File: src/common/tec_pkg.sv
package tec_pkg;
  // ****************************************************************
  // widths and register map
  // ****************************************************************
  localparam int          DATA_W       = 32;
  localparam int          REG_AW       = 8;
  localparam logic [7:0]  CTRL_OFF     = 8'h00;  // check, generate and forward enables
  localparam logic [7:0]  STATUS_OFF   = 8'h04;  // sticky events, write one to clear
  localparam logic [7:0]  MASK_OFF     = 8'h08;  // interrupt enables, status layout
  localparam logic [7:0]  ERRCNT_OFF   = 8'h0c;  // count of bad-digest packets dropped while checking
  localparam logic [7:0]  CAPS_OFF     = 8'h10;  // digest function built in

  // ****************************************************************
  // field positions and reset values
  // ****************************************************************
  localparam int          CTRL_CHK_BIT = 0;
  localparam int          CTRL_GEN_BIT = 1;
  localparam int          CTRL_FWD_BIT = 2;
  localparam int          STS_ERR_BIT  = 0;
  localparam int          STS_OVF_BIT  = 1;
  localparam logic [2:0]  CTRL_RST     = 3'h0;
  localparam logic [1:0]  STATUS_RST   = 2'h0;
  localparam logic [1:0]  MASK_RST     = 2'h0;
  localparam logic [15:0] ERRCNT_RST   = 16'h0000;
  // ****************************************************************
  // packet header bits and digest polynomial
  // ****************************************************************
  localparam int          DIGEST_BIT   = 15;  // digest_present_bit of header dword 0
  localparam int          POISON_BIT   = 14;
  localparam int          TYPE0_BIT    = 24;
  localparam logic [31:0] CRC_INIT     = 32'hffffffff;
  localparam logic [31:0] CRC_POLY     = 32'hedb88320;

  // ****************************************************************
  // bus answers and register selectors
  // ****************************************************************
  localparam logic [1:0]  RESP_OKAY    = 2'h0;
  localparam logic [1:0]  RESP_SLVERR  = 2'h2;

  typedef enum logic [2:0] {
    SEL_CTRL   = 3'h0,
    SEL_STATUS = 3'h1,
    SEL_MASK   = 3'h2,
    SEL_ERRCNT = 3'h3,
    SEL_CAPS   = 3'h4,
    SEL_NONE   = 3'h7
  } tec_sel_t;

  typedef enum logic [1:0] {
    RX_FILL    = 2'b00,
    RX_DRAIN   = 2'b01,
    RX_DISCARD = 2'b11
  } tec_rx_state_t;

  // variant header bits count as one in the digest, so hops may change them
  function automatic logic [31:0] crcCover(input logic [31:0] w, input logic hdr);
    logic [31:0] r;
    r = w;
    if (hdr)
    begin
      r[TYPE0_BIT]  = 1'b1;
      r[POISON_BIT] = 1'b1;
    end
    return r;
  endfunction

  // byte address to register selector
  function automatic tec_sel_t regSel(input logic [REG_AW-1:0] a);
    logic [REG_AW-1:0] w;
    w = {a[REG_AW-1:2], 2'b00};
    if (w == CTRL_OFF)
      return SEL_CTRL;
    else if (w == STATUS_OFF)
      return SEL_STATUS;
    else if (w == MASK_OFF)
      return SEL_MASK;
    else if (w == ERRCNT_OFF)
      return SEL_ERRCNT;
    else if (w == CAPS_OFF)
      return SEL_CAPS;
    return SEL_NONE;
  endfunction

endpackage

File: src/common/tec_crc_if.sv
`timescale 1ns/1ps
interface tec_crc_if;
  logic        start;  // first dword of a packet, restart from the seed
  logic        step;   // fold data into the running value this cycle
  logic [31:0] data;
  logic [31:0] value;  // finished digest over everything folded so far

  modport user   (output start, output step, output data, input value);
  modport engine (input start, input step, input data, output value);
endinterface

File: src/rtl/tec_crc32.sv
`timescale 1ns/1ps
module tec_crc32 (
  // clock and reset
  input  wire logic core_clk,
  input  wire logic rst_n,
  // digest channel
  tec_crc_if.engine crc
);

  logic [31:0] crc_q;
  logic [31:0] crc_d;

  // byte 0 of the dword goes first, each byte least significant bit first
  function automatic logic [31:0] crcStep(input logic [31:0] c, input logic [31:0] w);
    logic [31:0] r;
    logic        fb;
    r = c;
    for (int i = 0; i < 32; i++)
    begin
      fb = r[0] ^ w[24 - 8 * (i / 8) + (i % 8)];
      r  = {1'b0, r[31:1]} ^ (fb ? tec_pkg::CRC_POLY : 32'h00000000);
    end
    return r;
  endfunction

  // ****************************************************************
  // running value
  // ****************************************************************
  always_comb
  begin
    crc_d = crc_q;
    if (crc.step)
      crc_d = crcStep(crc.start ? tec_pkg::CRC_INIT : crc_q, crc.data);
  end

  always_ff @(posedge core_clk or negedge rst_n)
  begin
    if (!rst_n)
      crc_q <= tec_pkg::CRC_INIT;
    else
      crc_q <= crc_d;
  end

  // complemented, low byte of the register placed in byte 0 of the dword
  assign crc.value = {~crc_q[7:0], ~crc_q[15:8], ~crc_q[23:16], ~crc_q[31:24]};

endmodule // tec_crc32

File: src/rtl/tec_handler.sv
// Contract
// - checking on: bad-digest packet raises error and is never delivered
// - checking off: no digest error, good or bad packets delivered
// - forwarding on: delivered packet keeps its digest dword
// - forwarding off: digest dword removed before delivery
// - packets without digest delivered unchanged, never flagged
// - generate on, forward off: digest appended, digest_present_bit forced one
// - both off: digest_present_bit cleared, nothing appended
// - forward on: transmit packet passed exactly as supplied
// - check and generate enables come from the control register
// - digest function exists only when all four build options set
//
// Implementation choices: the AXI4-Lite interface to the registers and the placing of the registers.
`timescale 1ns/1ps
module tec_handler #(
  parameter int RX_DEPTH   = 64,    // dwords of the longest received packet
  parameter bit HAS_AER    = 1'b1,
  parameter bit HAS_CHECK  = 1'b1,
  parameter bit HAS_GEN    = 1'b1,
  parameter bit HAS_FWD    = 1'b1
) (
  // clock and reset
  input  wire logic        core_clk,
  input  wire logic        rst_n,
  // register bus, AXI4-Lite slave
  input  wire logic [7:0]  s_axi_awaddr,
  input  wire logic        s_axi_awvalid,
  output logic             s_axi_awready,
  input  wire logic [31:0] s_axi_wdata,
  input  wire logic [3:0]  s_axi_wstrb,
  input  wire logic        s_axi_wvalid,
  output logic             s_axi_wready,
  output logic [1:0]       s_axi_bresp,
  output logic             s_axi_bvalid,
  input  wire logic        s_axi_bready,
  input  wire logic [7:0]  s_axi_araddr,
  input  wire logic        s_axi_arvalid,
  output logic             s_axi_arready,
  output logic [31:0]      s_axi_rdata,
  output logic [1:0]       s_axi_rresp,
  output logic             s_axi_rvalid,
  input  wire logic        s_axi_rready,
  // received packets from the link
  input  wire logic [31:0] rxLinkData,
  input  wire logic        rxLinkSop,
  input  wire logic        rxLinkEop,
  input  wire logic        rxLinkValid,
  output logic             rxLinkReady,
  // received packets to the application
  output logic [31:0]      rxAppData,
  output logic             rxAppSop,
  output logic             rxAppEop,
  output logic             rxAppValid,
  input  wire logic        rxAppReady,
  output logic             rxEcrcErr,
  // transmit packets from the application
  input  wire logic [31:0] txAppData,
  input  wire logic        txAppSop,
  input  wire logic        txAppEop,
  input  wire logic        txAppValid,
  output logic             txAppReady,
  // transmit packets to the link
  output logic [31:0]      txLinkData,
  output logic             txLinkSop,
  output logic             txLinkEop,
  output logic             txLinkValid,
  input  wire logic        txLinkReady,
  // interrupt
  output logic             irq
);

  localparam int PTR_W = $clog2(RX_DEPTH);
  localparam bit PRESENT = HAS_AER && HAS_CHECK && HAS_GEN && HAS_FWD;

  if (RX_DEPTH < 8 || (1 << PTR_W) != RX_DEPTH)
  begin : g_bad_depth
    $error("RX_DEPTH must be a power of two of at least 8");
  end

  // ****************************************************************
  // control and status registers
  // ****************************************************************
  logic [2:0]            ctrl_q, ctrl_d;
  logic [1:0]            status_q, status_d;
  logic [1:0]            mask_q, mask_d;
  logic [15:0]           errCnt_q, errCnt_d;
  logic                  bvalid_q, bvalid_d;
  logic [1:0]            bresp_q, bresp_d;
  logic                  rvalid_q, rvalid_d;
  logic [1:0]            rresp_q, rresp_d;
  logic [31:0]           rdata_q, rdata_d;
  logic                  wrTake;
  logic                  rdTake;
  tec_pkg::tec_sel_t     wSel, rSel;
  logic                  errEvent, ovfEvent;
  logic                  chkOn, genOn, fwdOn;

  // effective modes; without the full build the block is a plain wire
  assign chkOn = PRESENT && ctrl_q[tec_pkg::CTRL_CHK_BIT];
  assign genOn = PRESENT && ctrl_q[tec_pkg::CTRL_GEN_BIT];
  assign fwdOn = !PRESENT || ctrl_q[tec_pkg::CTRL_FWD_BIT];

  // both write channels are taken together once the last answer is gone
  assign wrTake        = s_axi_awvalid && s_axi_wvalid && !bvalid_q;
  assign s_axi_awready = wrTake;
  assign s_axi_wready  = wrTake;
  assign rdTake        = s_axi_arvalid && !rvalid_q;
  assign s_axi_arready = rdTake;
  assign wSel          = tec_pkg::regSel(s_axi_awaddr);
  assign rSel          = tec_pkg::regSel(s_axi_araddr);

  // register next values; a new event beats a clear in the same cycle
  always_comb
  begin
    ctrl_d   = ctrl_q;
    mask_d   = mask_q;
    status_d = status_q;
    errCnt_d = errCnt_q + {15'h0000, errEvent};
    bvalid_d = bvalid_q && !s_axi_bready;
    bresp_d  = bresp_q;
    rvalid_d = rvalid_q && !s_axi_rready;
    rresp_d  = rresp_q;
    rdata_d  = rdata_q;
    if (wrTake)
    begin
      bvalid_d = 1'b1;
      bresp_d  = (wSel == tec_pkg::SEL_NONE) ? tec_pkg::RESP_SLVERR : tec_pkg::RESP_OKAY;
      if (s_axi_wstrb[0])
      begin
        if (wSel == tec_pkg::SEL_CTRL)
          ctrl_d = s_axi_wdata[2:0];
        if (wSel == tec_pkg::SEL_MASK)
          mask_d = s_axi_wdata[1:0];
        if (wSel == tec_pkg::SEL_STATUS)
          status_d = status_q & ~s_axi_wdata[1:0];
      end
    end
    status_d[tec_pkg::STS_ERR_BIT] = status_d[tec_pkg::STS_ERR_BIT] | errEvent;
    status_d[tec_pkg::STS_OVF_BIT] = status_d[tec_pkg::STS_OVF_BIT] | ovfEvent;
    if (rdTake)
    begin
      rvalid_d = 1'b1;
      rresp_d  = tec_pkg::RESP_OKAY;
      unique case (rSel)
        tec_pkg::SEL_CTRL:   rdata_d = {29'h00000000, ctrl_q};
        tec_pkg::SEL_STATUS: rdata_d = {30'h00000000, status_q};
        tec_pkg::SEL_MASK:   rdata_d = {30'h00000000, mask_q};
        tec_pkg::SEL_ERRCNT: rdata_d = {16'h0000, errCnt_q};
        tec_pkg::SEL_CAPS:   rdata_d = {31'h00000000, PRESENT};
        default:
        begin
          rdata_d = 32'h00000000;
          rresp_d = tec_pkg::RESP_SLVERR;
        end
      endcase
    end
  end

  always_ff @(posedge core_clk or negedge rst_n)
  begin
    if (!rst_n)
    begin
      ctrl_q   <= tec_pkg::CTRL_RST;
      status_q <= tec_pkg::STATUS_RST;
      mask_q   <= tec_pkg::MASK_RST;
      errCnt_q <= tec_pkg::ERRCNT_RST;
      bvalid_q <= 1'b0;
      bresp_q  <= tec_pkg::RESP_OKAY;
      rvalid_q <= 1'b0;
      rresp_q  <= tec_pkg::RESP_OKAY;
      rdata_q  <= 32'h00000000;
    end
    else
    begin
      ctrl_q   <= ctrl_d;
      status_q <= status_d;
      mask_q   <= mask_d;
      errCnt_q <= errCnt_d;
      bvalid_q <= bvalid_d;
      bresp_q  <= bresp_d;
      rvalid_q <= rvalid_d;
      rresp_q  <= rresp_d;
      rdata_q  <= rdata_d;
    end
  end

  assign s_axi_bvalid = bvalid_q;
  assign s_axi_bresp  = bresp_q;
  assign s_axi_rvalid = rvalid_q;
  assign s_axi_rresp  = rresp_q;
  assign s_axi_rdata  = rdata_q;
  assign irq          = |(status_q & mask_q);

  // ****************************************************************
  // receive path, store and forward
  // ****************************************************************
  // a whole packet is held so a bad digest can still withhold it
  logic [31:0]           rxMem [RX_DEPTH];
  tec_pkg::tec_rx_state_t rxState_q, rxState_d;
  logic [PTR_W-1:0]      wrPtr_q, wrPtr_d;
  logic [PTR_W-1:0]      rdPtr_q, rdPtr_d;
  logic [PTR_W-1:0]      lastIdx_q, lastIdx_d;
  logic [31:0]           rxOut_q, rxOut_d;
  logic                  rxDigest_q, rxDigest_d;
  logic                  rxErr_q;
  logic                  rxBeat, rxDig, rxBad, rxStrip;
  logic [PTR_W-1:0]      wIdx;
  logic [31:0]           rxFirst;
  tec_crc_if             rxCrc ();

  assign rxLinkReady = (rxState_q != tec_pkg::RX_DRAIN);
  assign rxBeat      = rxLinkValid && rxLinkReady;
  assign wIdx        = rxLinkSop ? '0 : wrPtr_q;
  assign rxDig       = rxLinkSop ? rxLinkData[tec_pkg::DIGEST_BIT] : rxDigest_q;
  assign rxBad       = rxDig && (rxCrc.value != rxLinkData);
  assign rxStrip     = rxDig && !fwdOn && (wIdx != '0);
  assign rxFirst     = (wIdx == '0) ? rxLinkData : rxMem[0];

  // the digest dword itself is compared, not folded in
  assign rxCrc.start = rxLinkSop;
  assign rxCrc.step  = rxBeat && (rxState_q == tec_pkg::RX_FILL) && !(rxLinkEop && rxDig);
  assign rxCrc.data  = tec_pkg::crcCover(rxLinkData, rxLinkSop);

  always_comb
  begin
    rxState_d  = rxState_q;
    wrPtr_d    = wrPtr_q;
    rdPtr_d    = rdPtr_q;
    lastIdx_d  = lastIdx_q;
    rxOut_d    = rxOut_q;
    rxDigest_d = rxDig;
    errEvent   = 1'b0;
    ovfEvent   = 1'b0;
    unique case (rxState_q)
      tec_pkg::RX_FILL:
        if (rxBeat)
        begin
          if (rxLinkEop)
          begin
            wrPtr_d = '0;
            if (chkOn && rxBad)
              errEvent = 1'b1;  // drop and report
            else
            begin
              // everything else goes out, digest kept in forward mode
              rxState_d = tec_pkg::RX_DRAIN;
              rdPtr_d   = '0;
              lastIdx_d = rxStrip ? wIdx - 1'b1 : wIdx;
              rxOut_d   = rxFirst;
              if (rxStrip)
                rxOut_d[tec_pkg::DIGEST_BIT] = 1'b0;  // header now says no digest
            end
          end
          else if (wIdx == PTR_W'(RX_DEPTH - 1))
          begin
            ovfEvent  = 1'b1;  // too long to hold, the whole packet is thrown away
            rxState_d = tec_pkg::RX_DISCARD;
          end
          else
            wrPtr_d = wIdx + 1'b1;
        end
      tec_pkg::RX_DRAIN:
        if (rxAppReady)
        begin
          if (rdPtr_q == lastIdx_q)
            rxState_d = tec_pkg::RX_FILL;
          else
          begin
            rdPtr_d = rdPtr_q + 1'b1;
            rxOut_d = rxMem[rdPtr_q + 1'b1];
          end
        end
      tec_pkg::RX_DISCARD:
        if (rxBeat && rxLinkEop)
        begin
          rxState_d = tec_pkg::RX_FILL;
          wrPtr_d   = '0;
        end
      default:
        rxState_d = tec_pkg::RX_FILL;
    endcase
  end

  always_ff @(posedge core_clk or negedge rst_n)
  begin
    if (!rst_n)
    begin
      rxState_q  <= tec_pkg::RX_FILL;
      wrPtr_q    <= '0;
      rdPtr_q    <= '0;
      lastIdx_q  <= '0;
      rxOut_q    <= 32'h00000000;
      rxDigest_q <= 1'b0;
      rxErr_q    <= 1'b0;
    end
    else
    begin
      rxState_q  <= rxState_d;
      wrPtr_q    <= wrPtr_d;
      rdPtr_q    <= rdPtr_d;
      lastIdx_q  <= lastIdx_d;
      rxOut_q    <= rxOut_d;
      rxDigest_q <= rxDigest_d;
      rxErr_q    <= errEvent;
    end
  end

  // packet store, no reset needed for data words
  always_ff @(posedge core_clk)
  begin
    if (rxBeat && rxState_q == tec_pkg::RX_FILL)
      rxMem[wIdx] <= rxLinkData;
  end

  assign rxAppValid = (rxState_q == tec_pkg::RX_DRAIN);
  assign rxAppData  = rxOut_q;
  assign rxAppSop   = (rdPtr_q == '0);
  assign rxAppEop   = (rdPtr_q == lastIdx_q);
  assign rxEcrcErr  = rxErr_q;

  tec_crc32 u_rx_crc (
    .core_clk (core_clk),
    .rst_n    (rst_n),
    .crc      (rxCrc.engine)
  );

  // ****************************************************************
  // transmit path, one output stage plus digest insertion
  // ****************************************************************
  logic [31:0]           txData_q, txData_d;
  logic                  txSop_q, txSop_d;
  logic                  txEop_q, txEop_d;
  logic                  txValid_q, txValid_d;
  logic                  txPend_q, txPend_d;
  logic                  txGen_q, txGen_d;
  logic                  txFree, txBeat, genPkt;
  logic [31:0]           txWord;
  tec_crc_if             txCrc ();

  assign txFree     = !txValid_q || txLinkReady;
  assign txAppReady = txFree && !txPend_q;  // stalls while the digest goes out
  assign txBeat     = txAppValid && txAppReady;
  assign genPkt     = txAppSop ? (genOn && !fwdOn) : txGen_q;

  // header bit follows the mode unless forwarding
  always_comb
  begin
    txWord = txAppData;
    if (txAppSop && !fwdOn)
      txWord[tec_pkg::DIGEST_BIT] = genOn;
  end

  assign txCrc.start = txAppSop;
  assign txCrc.step  = txBeat && genPkt;
  assign txCrc.data  = tec_pkg::crcCover(txWord, txAppSop);

  always_comb
  begin
    txData_d  = txData_q;
    txSop_d   = txSop_q;
    txEop_d   = txEop_q;
    txValid_d = txValid_q && !txLinkReady;
    txPend_d  = txPend_q;
    txGen_d   = txBeat ? genPkt : txGen_q;
    if (txBeat)
    begin
      txValid_d = 1'b1;
      txData_d  = txWord;
      txSop_d   = txAppSop;
      txEop_d   = txAppEop && !genPkt;
      txPend_d  = txAppEop && genPkt;
    end
    else if (txPend_q && txFree)
    begin
      txValid_d = 1'b1;
      txData_d  = txCrc.value;  // appended digest closes the packet
      txSop_d   = 1'b0;
      txEop_d   = 1'b1;
      txPend_d  = 1'b0;
    end
  end

  always_ff @(posedge core_clk or negedge rst_n)
  begin
    if (!rst_n)
    begin
      txData_q  <= 32'h00000000;
      txSop_q   <= 1'b0;
      txEop_q   <= 1'b0;
      txValid_q <= 1'b0;
      txPend_q  <= 1'b0;
      txGen_q   <= 1'b0;
    end
    else
    begin
      txData_q  <= txData_d;
      txSop_q   <= txSop_d;
      txEop_q   <= txEop_d;
      txValid_q <= txValid_d;
      txPend_q  <= txPend_d;
      txGen_q   <= txGen_d;
    end
  end

  assign txLinkData  = txData_q;
  assign txLinkSop   = txSop_q;
  assign txLinkEop   = txEop_q;
  assign txLinkValid = txValid_q;

  tec_crc32 u_tx_crc (
    .core_clk (core_clk),
    .rst_n    (rst_n),
    .crc      (txCrc.engine)
  );

endmodule // tec_handler

File: config.mk
export PLATFORM = sky130hd
export DESIGN_NAME = tec_handler
export DESIGN_NICKNAME = d
export VERILOG_FILES = /design/src/common/tec_pkg.sv /design/src/common/tec_crc_if.sv /design/src/rtl/tec_crc32.sv /design/src/rtl/tec_handler.sv
export SDC_FILE = /design/constraint.sdc
export NUM_CORES = 2
export LEC_CHECK = 0
export ABC_AREA = 1
export BUFFER_PORTS_ARGS = -buffer_cell sky130_fd_sc_hd__clkbuf_2
export CAP_MARGIN = 20
export CORE_MARGIN = 4
export CORE_UTILIZATION = 35
export CTS_BUF_LIST = sky130_fd_sc_hd__clkbuf_4 sky130_fd_sc_hd__clkbuf_8
export DETAILED_ROUTE_END_ITERATION = 8
export MAX_ROUTING_LAYER = met4
export PLACE_DENSITY_LB_ADDON = 0.15
export REMOVE_ABC_BUFFERS = 1
export SLEW_MARGIN = 20
export SYNTH_ARGS = -nofsm -noshare
export SYNTH_HDL_FRONTEND = slang
export SYNTH_SLANG_ARGS = --single-unit
File: constraint.sdc
create_clock -name core_clk -period 9.7 [get_ports core_clk]
set_input_delay 0.97 -clock core_clk [delete_from_list [all_inputs] [get_ports core_clk]]
set_output_delay 0.97 -clock core_clk [all_outputs]
set_load 0.01 [all_outputs]
======== Word level (Yosys, flattened, before mapping) ========
Memories as Yosys holds them, arrays and structs flattened.
Index checks and enable logic that the tools add are counted.
word-level totals
  word-level logic and storage cells ...... 406
  bits of input ports ..................... 131
  register bits ........................... 216
  output and inout port bits .............. 115
  bits in writable memories ............... 2048
  memories kept ........................... 1
memory list
  memory  depth  bits a word  rd ports  clocked after Yosys merged registers in  write ports  line                RTL
  rxMem   64     32           2         0                                        1            tec_handler.sv:198  logic [31:0] rxMem [RX_DEPTH];
operators by class
  bitwise operators ....................... 142
  reductions and logical operators ........ 53
  add/subtract/negate cells ............... 4
  muxes and demuxes ....................... 151
  eq/ne operators ......................... 31
operators by type and width
  kind                                                             number
  32-bit two-way mux                                               74
  31-bit by 32-bit XOR with 32-bit output                          64
  16-bit case mux with 5 select lines                              1
  6-bit two-way mux                                                11
  8-bit inverter                                                   8
  32-bit case mux with 2 select lines                              1
  1-bit XOR                                                        64
  1-bit two-way mux                                                37
  3-bit two-way mux                                                12
  32-bit != test                                                   1
  6-bit by 2-bit == test with 1-bit output, second input constant  4
  6-bit logical NOT                                                4
  2-bit two-way mux                                                12
  6-bit case mux with 2 select lines                               2
  1-bit logical AND                                                23
  16-bit by 1-bit adder with 16-bit output                         1
  6-bit by 1-bit adder with 6-bit output, second input constant    2
  6-bit by 1-bit == test with 1-bit output, second input constant  2
  6-bit by 3-bit == test with 1-bit output, second input constant  2
  2-bit != test, second input constant                             6
  6-bit AND reduction                                              2
  1-bit logical NOT                                                10
  3-bit by 2-bit == test with 1-bit output, second input constant  3
  3-bit != test, second input constant                             3
  other kinds (22)                                                 32

======== Depth between registers and ports, before layout ========
  depth after elaboration ................. 97
  mapped depth ............................ 32
  depth with buffers taken out ............ 31

======== Hierarchy ========
Synthesis repeated with hierarchy kept, for this count alone.
second synthesis, totals
  cells, all modules ...................... 9796
  area, all modules ....................... 102021.6 um2
modules (own cells, without submodules)
  module       cells an instance  instances  area an instance (um2)  sequential area each (um2)
  tec_handler  7666               1          89234.3                 64852.2
  tec_crc32    1065               2          6393.6                  840.8

======== Least setup slack after synthesis ========
OpenSTA, ideal clock, no wires.
  path type ............................... input to register
  start ................................... in rxLinkSop
  end ..................................... mem rxMem[15][0] (enable)
  slack ................................... 5.740 ns
  cell stages on the path ................. 8
  library setup time ...................... 0.421 ns
  arrival ................................. 3.539 ns
  buffers on the path ..................... 3
  data required time ...................... 9.279 ns
  path through ............................ buf_6 buf_8 buf_6 nor2_1 inv_1 nor2_1 nand3_1 nor2_1
on the way
  word-level cells in the longest chain between the ends .. 1
RTL lines
  item               line                RTL
  from (decl)        tec_handler.sv:45   input wire logic rxLinkSop,
  6-bit two-way mux  tec_handler.sv:213  assign wIdx = rxLinkSop ? '0 : wrPtr_q;
  to (decl)          tec_handler.sv:198
Every way passes these cells.

======== Worst setup path after layout ========
  start ................................... reg rdPtr_q[0]
  end ..................................... reg rxOut_q[18] (netlist: rxAppData[18])
on the way
  word-level cells in the longest chain between the ends .. 5
  elaborated cells on any way between the ends .. 8
  those cells by class .................... add/sub (1); eq/ne (2); mux (3); reduce/logical (1); memory (1)
RTL lines
  item                                    line                RTL
  from (decl)                             tec_handler.sv:201  logic [PTR_W-1:0] rdPtr_q, rdPtr_d;
  from (signal assigned)                  tec_handler.sv:300  rdPtr_q <= rdPtr_d;
  6-bit by 1-bit adder with 6-bit output  tec_handler.sv:270  rxOut_d = rxMem[rdPtr_q + 1'b1];
  memory 64 x 32 bit                      -
  32-bit two-way mux                      tec_handler.sv:265  if (rdPtr_q == lastIdx_q)
  32-bit two-way mux                      tec_handler.sv:263  if (rxAppReady)
  32-bit case mux with 2 select lines     tec_handler.sv:234  unique case (rxState_q)
  to (signal assigned)                    tec_handler.sv:302  rxOut_q <= rxOut_d;
  to (decl)                               tec_handler.sv:203  logic [31:0] rxOut_q, rxOut_d;
Parallel ways exist; a longest one is shown, timed or not. The select of a mux whose other input is x is not followed.
A chain may end at the register's enable or synchronous reset.

==> flow_summary.ini <==
[sta]
hold_viol_final = 0
finalSetupViolCount = 0
hold_slack_final_ps = 163
clock.fmax_mhz = 172
clock_skew_ps = 135
slew_headroom = 0.150
setup_slack_ps = 3900
final.min_clock_period_ps = 5800
finalSetupTns_ps = 0
maxSlewViolCount = 0
rsz0062_at_grt = false
min_period_over_period = 0.598
worst_slew_pin_slew_ps = 1260

[critical_path]
worstSetupEndpointType = register
timing.critical_path.cells = inv_8, ha_4, clkinv_8, buf_12, o21ai_0, o22ai_1, nor2_1, o22ai_1, o21ai_0, o22ai_1, o211ai_1, nand2_1
slowest_delay_ps = 860
critical_path.slowest_cell = sky130_fd_sc_hd__ha_4
crit_path_frequent_cell = sky130_fd_sc_hd__o22ai_1
timing.setup.critical_path_class = reg2reg
timing.critical_path.fanout_max = 150
timing.critical_path.arrival_ps = 6750
worst-r2r-cell-count = 12
timing.critical_path.required_ps = 10650
logic_depth_of_the_worst_path_buffers_included = 12
cp_top_family = compound AO/OA/AOI/OAI gates
cp-start-kind = register
crit_buf_inv = 3

[clocking]
tritoncts = done
cts_max_level = 5
root_buffer = sky130_fd_sc_hd__clkbuf_8
worstSkewPairLatency_ps = 1120
cts_sinks = 2246
cts.reportedPaths.clkPinSlew_ps = 70
clock_path_buffers = 4
cts_buffers = 391

[global_routing]
grt_antenna_before_repair = 31
first_pass_grt_wire_length_um = 504000
pin_count_of_the_biggest_net_entering_global_routing = 182
residual_overflow_from_global_routing = 0
first_global_vias = 69400
global_route.usage.total = 0.241

[placed_design]
routabilityCongestion = 0.894
dpl_cell_area_um2 = 106000
total_half_perimeter_wirelength_after_legalization_and_detailed_placement_um = 204000
place.port_buffers = 191
placedCellCount = 12700
dpl_worst_slack_ps = 3900

[logic_synthesis]
number_of_synthesized_flops_with_an_enable_pin = 2048
synth_top_flop_cell = sky130_fd_sc_hd__edfxtp_1
async_flop_share = 0.0882
ys_types = 62
number_of_flip_flops_and_latches_in_the_synthesized_netlist = 2246
synth.yosys.seq_area_share = 0.667
synthesis.instances = 9083
post_synth_instance_area_um2 = 99800
synth_warnings = 0
average_cell_area_after_synthesis_um2 = 11.0

[finish]
final_design_area_no_fill_um2 = 113000
layout.filler_cells = 27400
post_layout_nonfiller_instances = 13400
finalNetCount = 9485
mostFrequentLayoutCell = sky130_fd_sc_hd__edfxtp_1
top_library_cells_by_usage_in_the_layout_fill_and_taps_aside = sky130_fd_sc_hd__edfxtp_1, sky130_fd_sc_hd__o21ai_0, sky130_fd_sc_hd__nor2_1
drive_gt1_frac = 0.156
synthToLayoutAreaGrowth_pct = 13.7
multi_input_comb_area_um2 = 30400
seq_area_um2 = 66500

[die]
design.portCount = 246
initial_utilization = 0.352
design.die.area_um2 = 294000
core.rowCount = 195
floorplan.core_area_um2 = 283000
die_h_um = 542
die_w_um = 542

[detailed_routing]
route.final.wire_length_um = 357000
drt.antenna.violating_nets = 0
top_layer = met4
initialDrtViolationCount = 7625
drt_pass1_iterations = 8
drc_viols = 0
via_count = 73100
avgViaCountPerCell = 5.45
route.layer.met1.wl_um = 154000
wl_per_cell_um = 26.6
route.met2.wl_um = 166000
wl_met3_um = 23800

[hold_path]
hold-path-cell-count = 3
hp-class = in2reg

[job]
max_cap_violations = 0

[pwr]
powerDensity_nw_per_um2 = 353
total_leakage_power_nw = 40.5
peakVddDrop_v = 0.000300

[outcome]
run_status = complete, no violations
==> final cells by class <==
class	instances	area share
clock buffers	554	0.0600
multi-input cells	5964	0.268
well taps	3743	0.0413
flip-flops and latches	2246	0.586
clock inverters	166	0.00910
repair buffers	386	0.0229
diodes	16	0.000353
inverters	358	0.0124
==> cells in the mapped netlist (38+ instances only) <==
cell	number	area share
sky130_fd_sc_hd__edfxtp_1	2048	0.62
sky130_fd_sc_hd__nor2_1	1487	0.056
sky130_fd_sc_hd__o21ai_0	1478	0.074
sky130_fd_sc_hd__nand2_1	1196	0.045
sky130_fd_sc_hd__o22ai_1	634	0.040
sky130_fd_sc_hd__clkbuf_1	475	0.018
sky130_fd_sc_hd__nand3_1	336	0.017
sky130_fd_sc_hd__inv_1	296	0.011
sky130_fd_sc_hd__xor2_1	182	0.016
sky130_fd_sc_hd__dfrtp_1	134	0.034
sky130_fd_sc_hd__nand2_2	130	0.0082
sky130_fd_sc_hd__a21oi_1	87	0.0044
sky130_fd_sc_hd__dfstp_2	64	0.017
sky130_fd_sc_hd__xnor2_1	62	0.0054
sky130_fd_sc_hd__o211ai_1	60	0.0045
sky130_fd_sc_hd__nand2_4	57	0.0064
sky130_fd_sc_hd__inv_2	51	0.0019
sky130_fd_sc_hd__nand3_2	38	0.0038
==> stage by stage <==
stage	utilization	total power, mW
after detailed placement	0.373	31.3
after global placement	0.373	31.2
after CTS	0.401	40.1
after floorplan	-	25.6
final	0.401	40.0
after global routing	0.401	42.6
==> power by group <==
part | switching, mW | total [mW] | internal, mW
registers | 0.359 | 11.4 | 11.0
logic | 13.9 | 19.9 | 5.98
clock network | 4.07 | 8.74 | 4.66
==> state kept, by name, indices dropped and copies added (netlist names), 2 cells and up <==
| register | cells |
|---|---|
| rxMem | 2048 |
| rxAppData | 32 |
| txLinkData | 32 |
| u_rx_crc.crc_q | 32 |
| u_tx_crc.crc_q | 32 |
| errCnt_q | 16 |
| s_axi_rdata | 16 |
| lastIdx_q | 6 |
| rdPtr_q | 6 |
| wrPtr_q | 6 |
| ctrl_q | 3 |
| mask_q | 2 |
| rxState_q | 2 |
| status_q | 2 |
==> tightest hold or removal path, stage by stage <==
cell	delay, ps
sky130_fd_sc_hd__clkbuf_2	100
sky130_fd_sc_hd__inv_1	50
sky130_fd_sc_hd__nand2_1	60
==> cells by family (layout without fill, tap and decap cells) <==
| family | Yosys count | count (layout) | synth area share |
|---|---|---|---|
| other | 1 | 34 | 0.0000376 |
| AO/OA/AOI/OAI | 2314 | 2314 | 0.127 |
| multiplexers | 4 | 4 | 0.000414 |
| AND/OR/NAND/NOR | 3360 | 3360 | 0.145 |
| adder cells (fa/ha/maj) | 7 | 7 | 0.000878 |
| buffers and inverters | 890 | 1464 | 0.0353 |
| XOR/XNOR | 261 | 261 | 0.0248 |
| flip-flops | 2246 | 2246 | 0.667 |
==> path summary, 6_finish.rpt <==
kind | from | endpoint | slack [ps]
setup / recovery | rdPtr_q[0] | rxAppData[18] | 3900
hold / removal | txAppValid | txLinkValid | 160
max in group asynchronous | rst_n | rxAppData[16] | 7840
hold reg to reg | u_tx_crc.crc_q[22] | u_tx_crc.crc_q[22] | 470
setup reg to reg | rdPtr_q[0] | rxAppData[18] | 3900
min in group asynchronous | rst_n | txLinkData[5] | 570
==> routing by layer <==
metal	vias up	GRT usage
li1	33000	-
met5	-	-
met1	36800	0.326
met3	599	0.0311
met2	2768	0.380
met4	0	0.0766
==> what timing repair did <==
item / 4_1_cts / 5_1_grt
resized for setup: 0 / 0
hold buffers: 3 / 0
endpoints found under the setup margin: 0 / 0
buffers inserted: 0 / 0
hold endpoints to repair: 66 / 0
(Power assumes the default switching activity.)
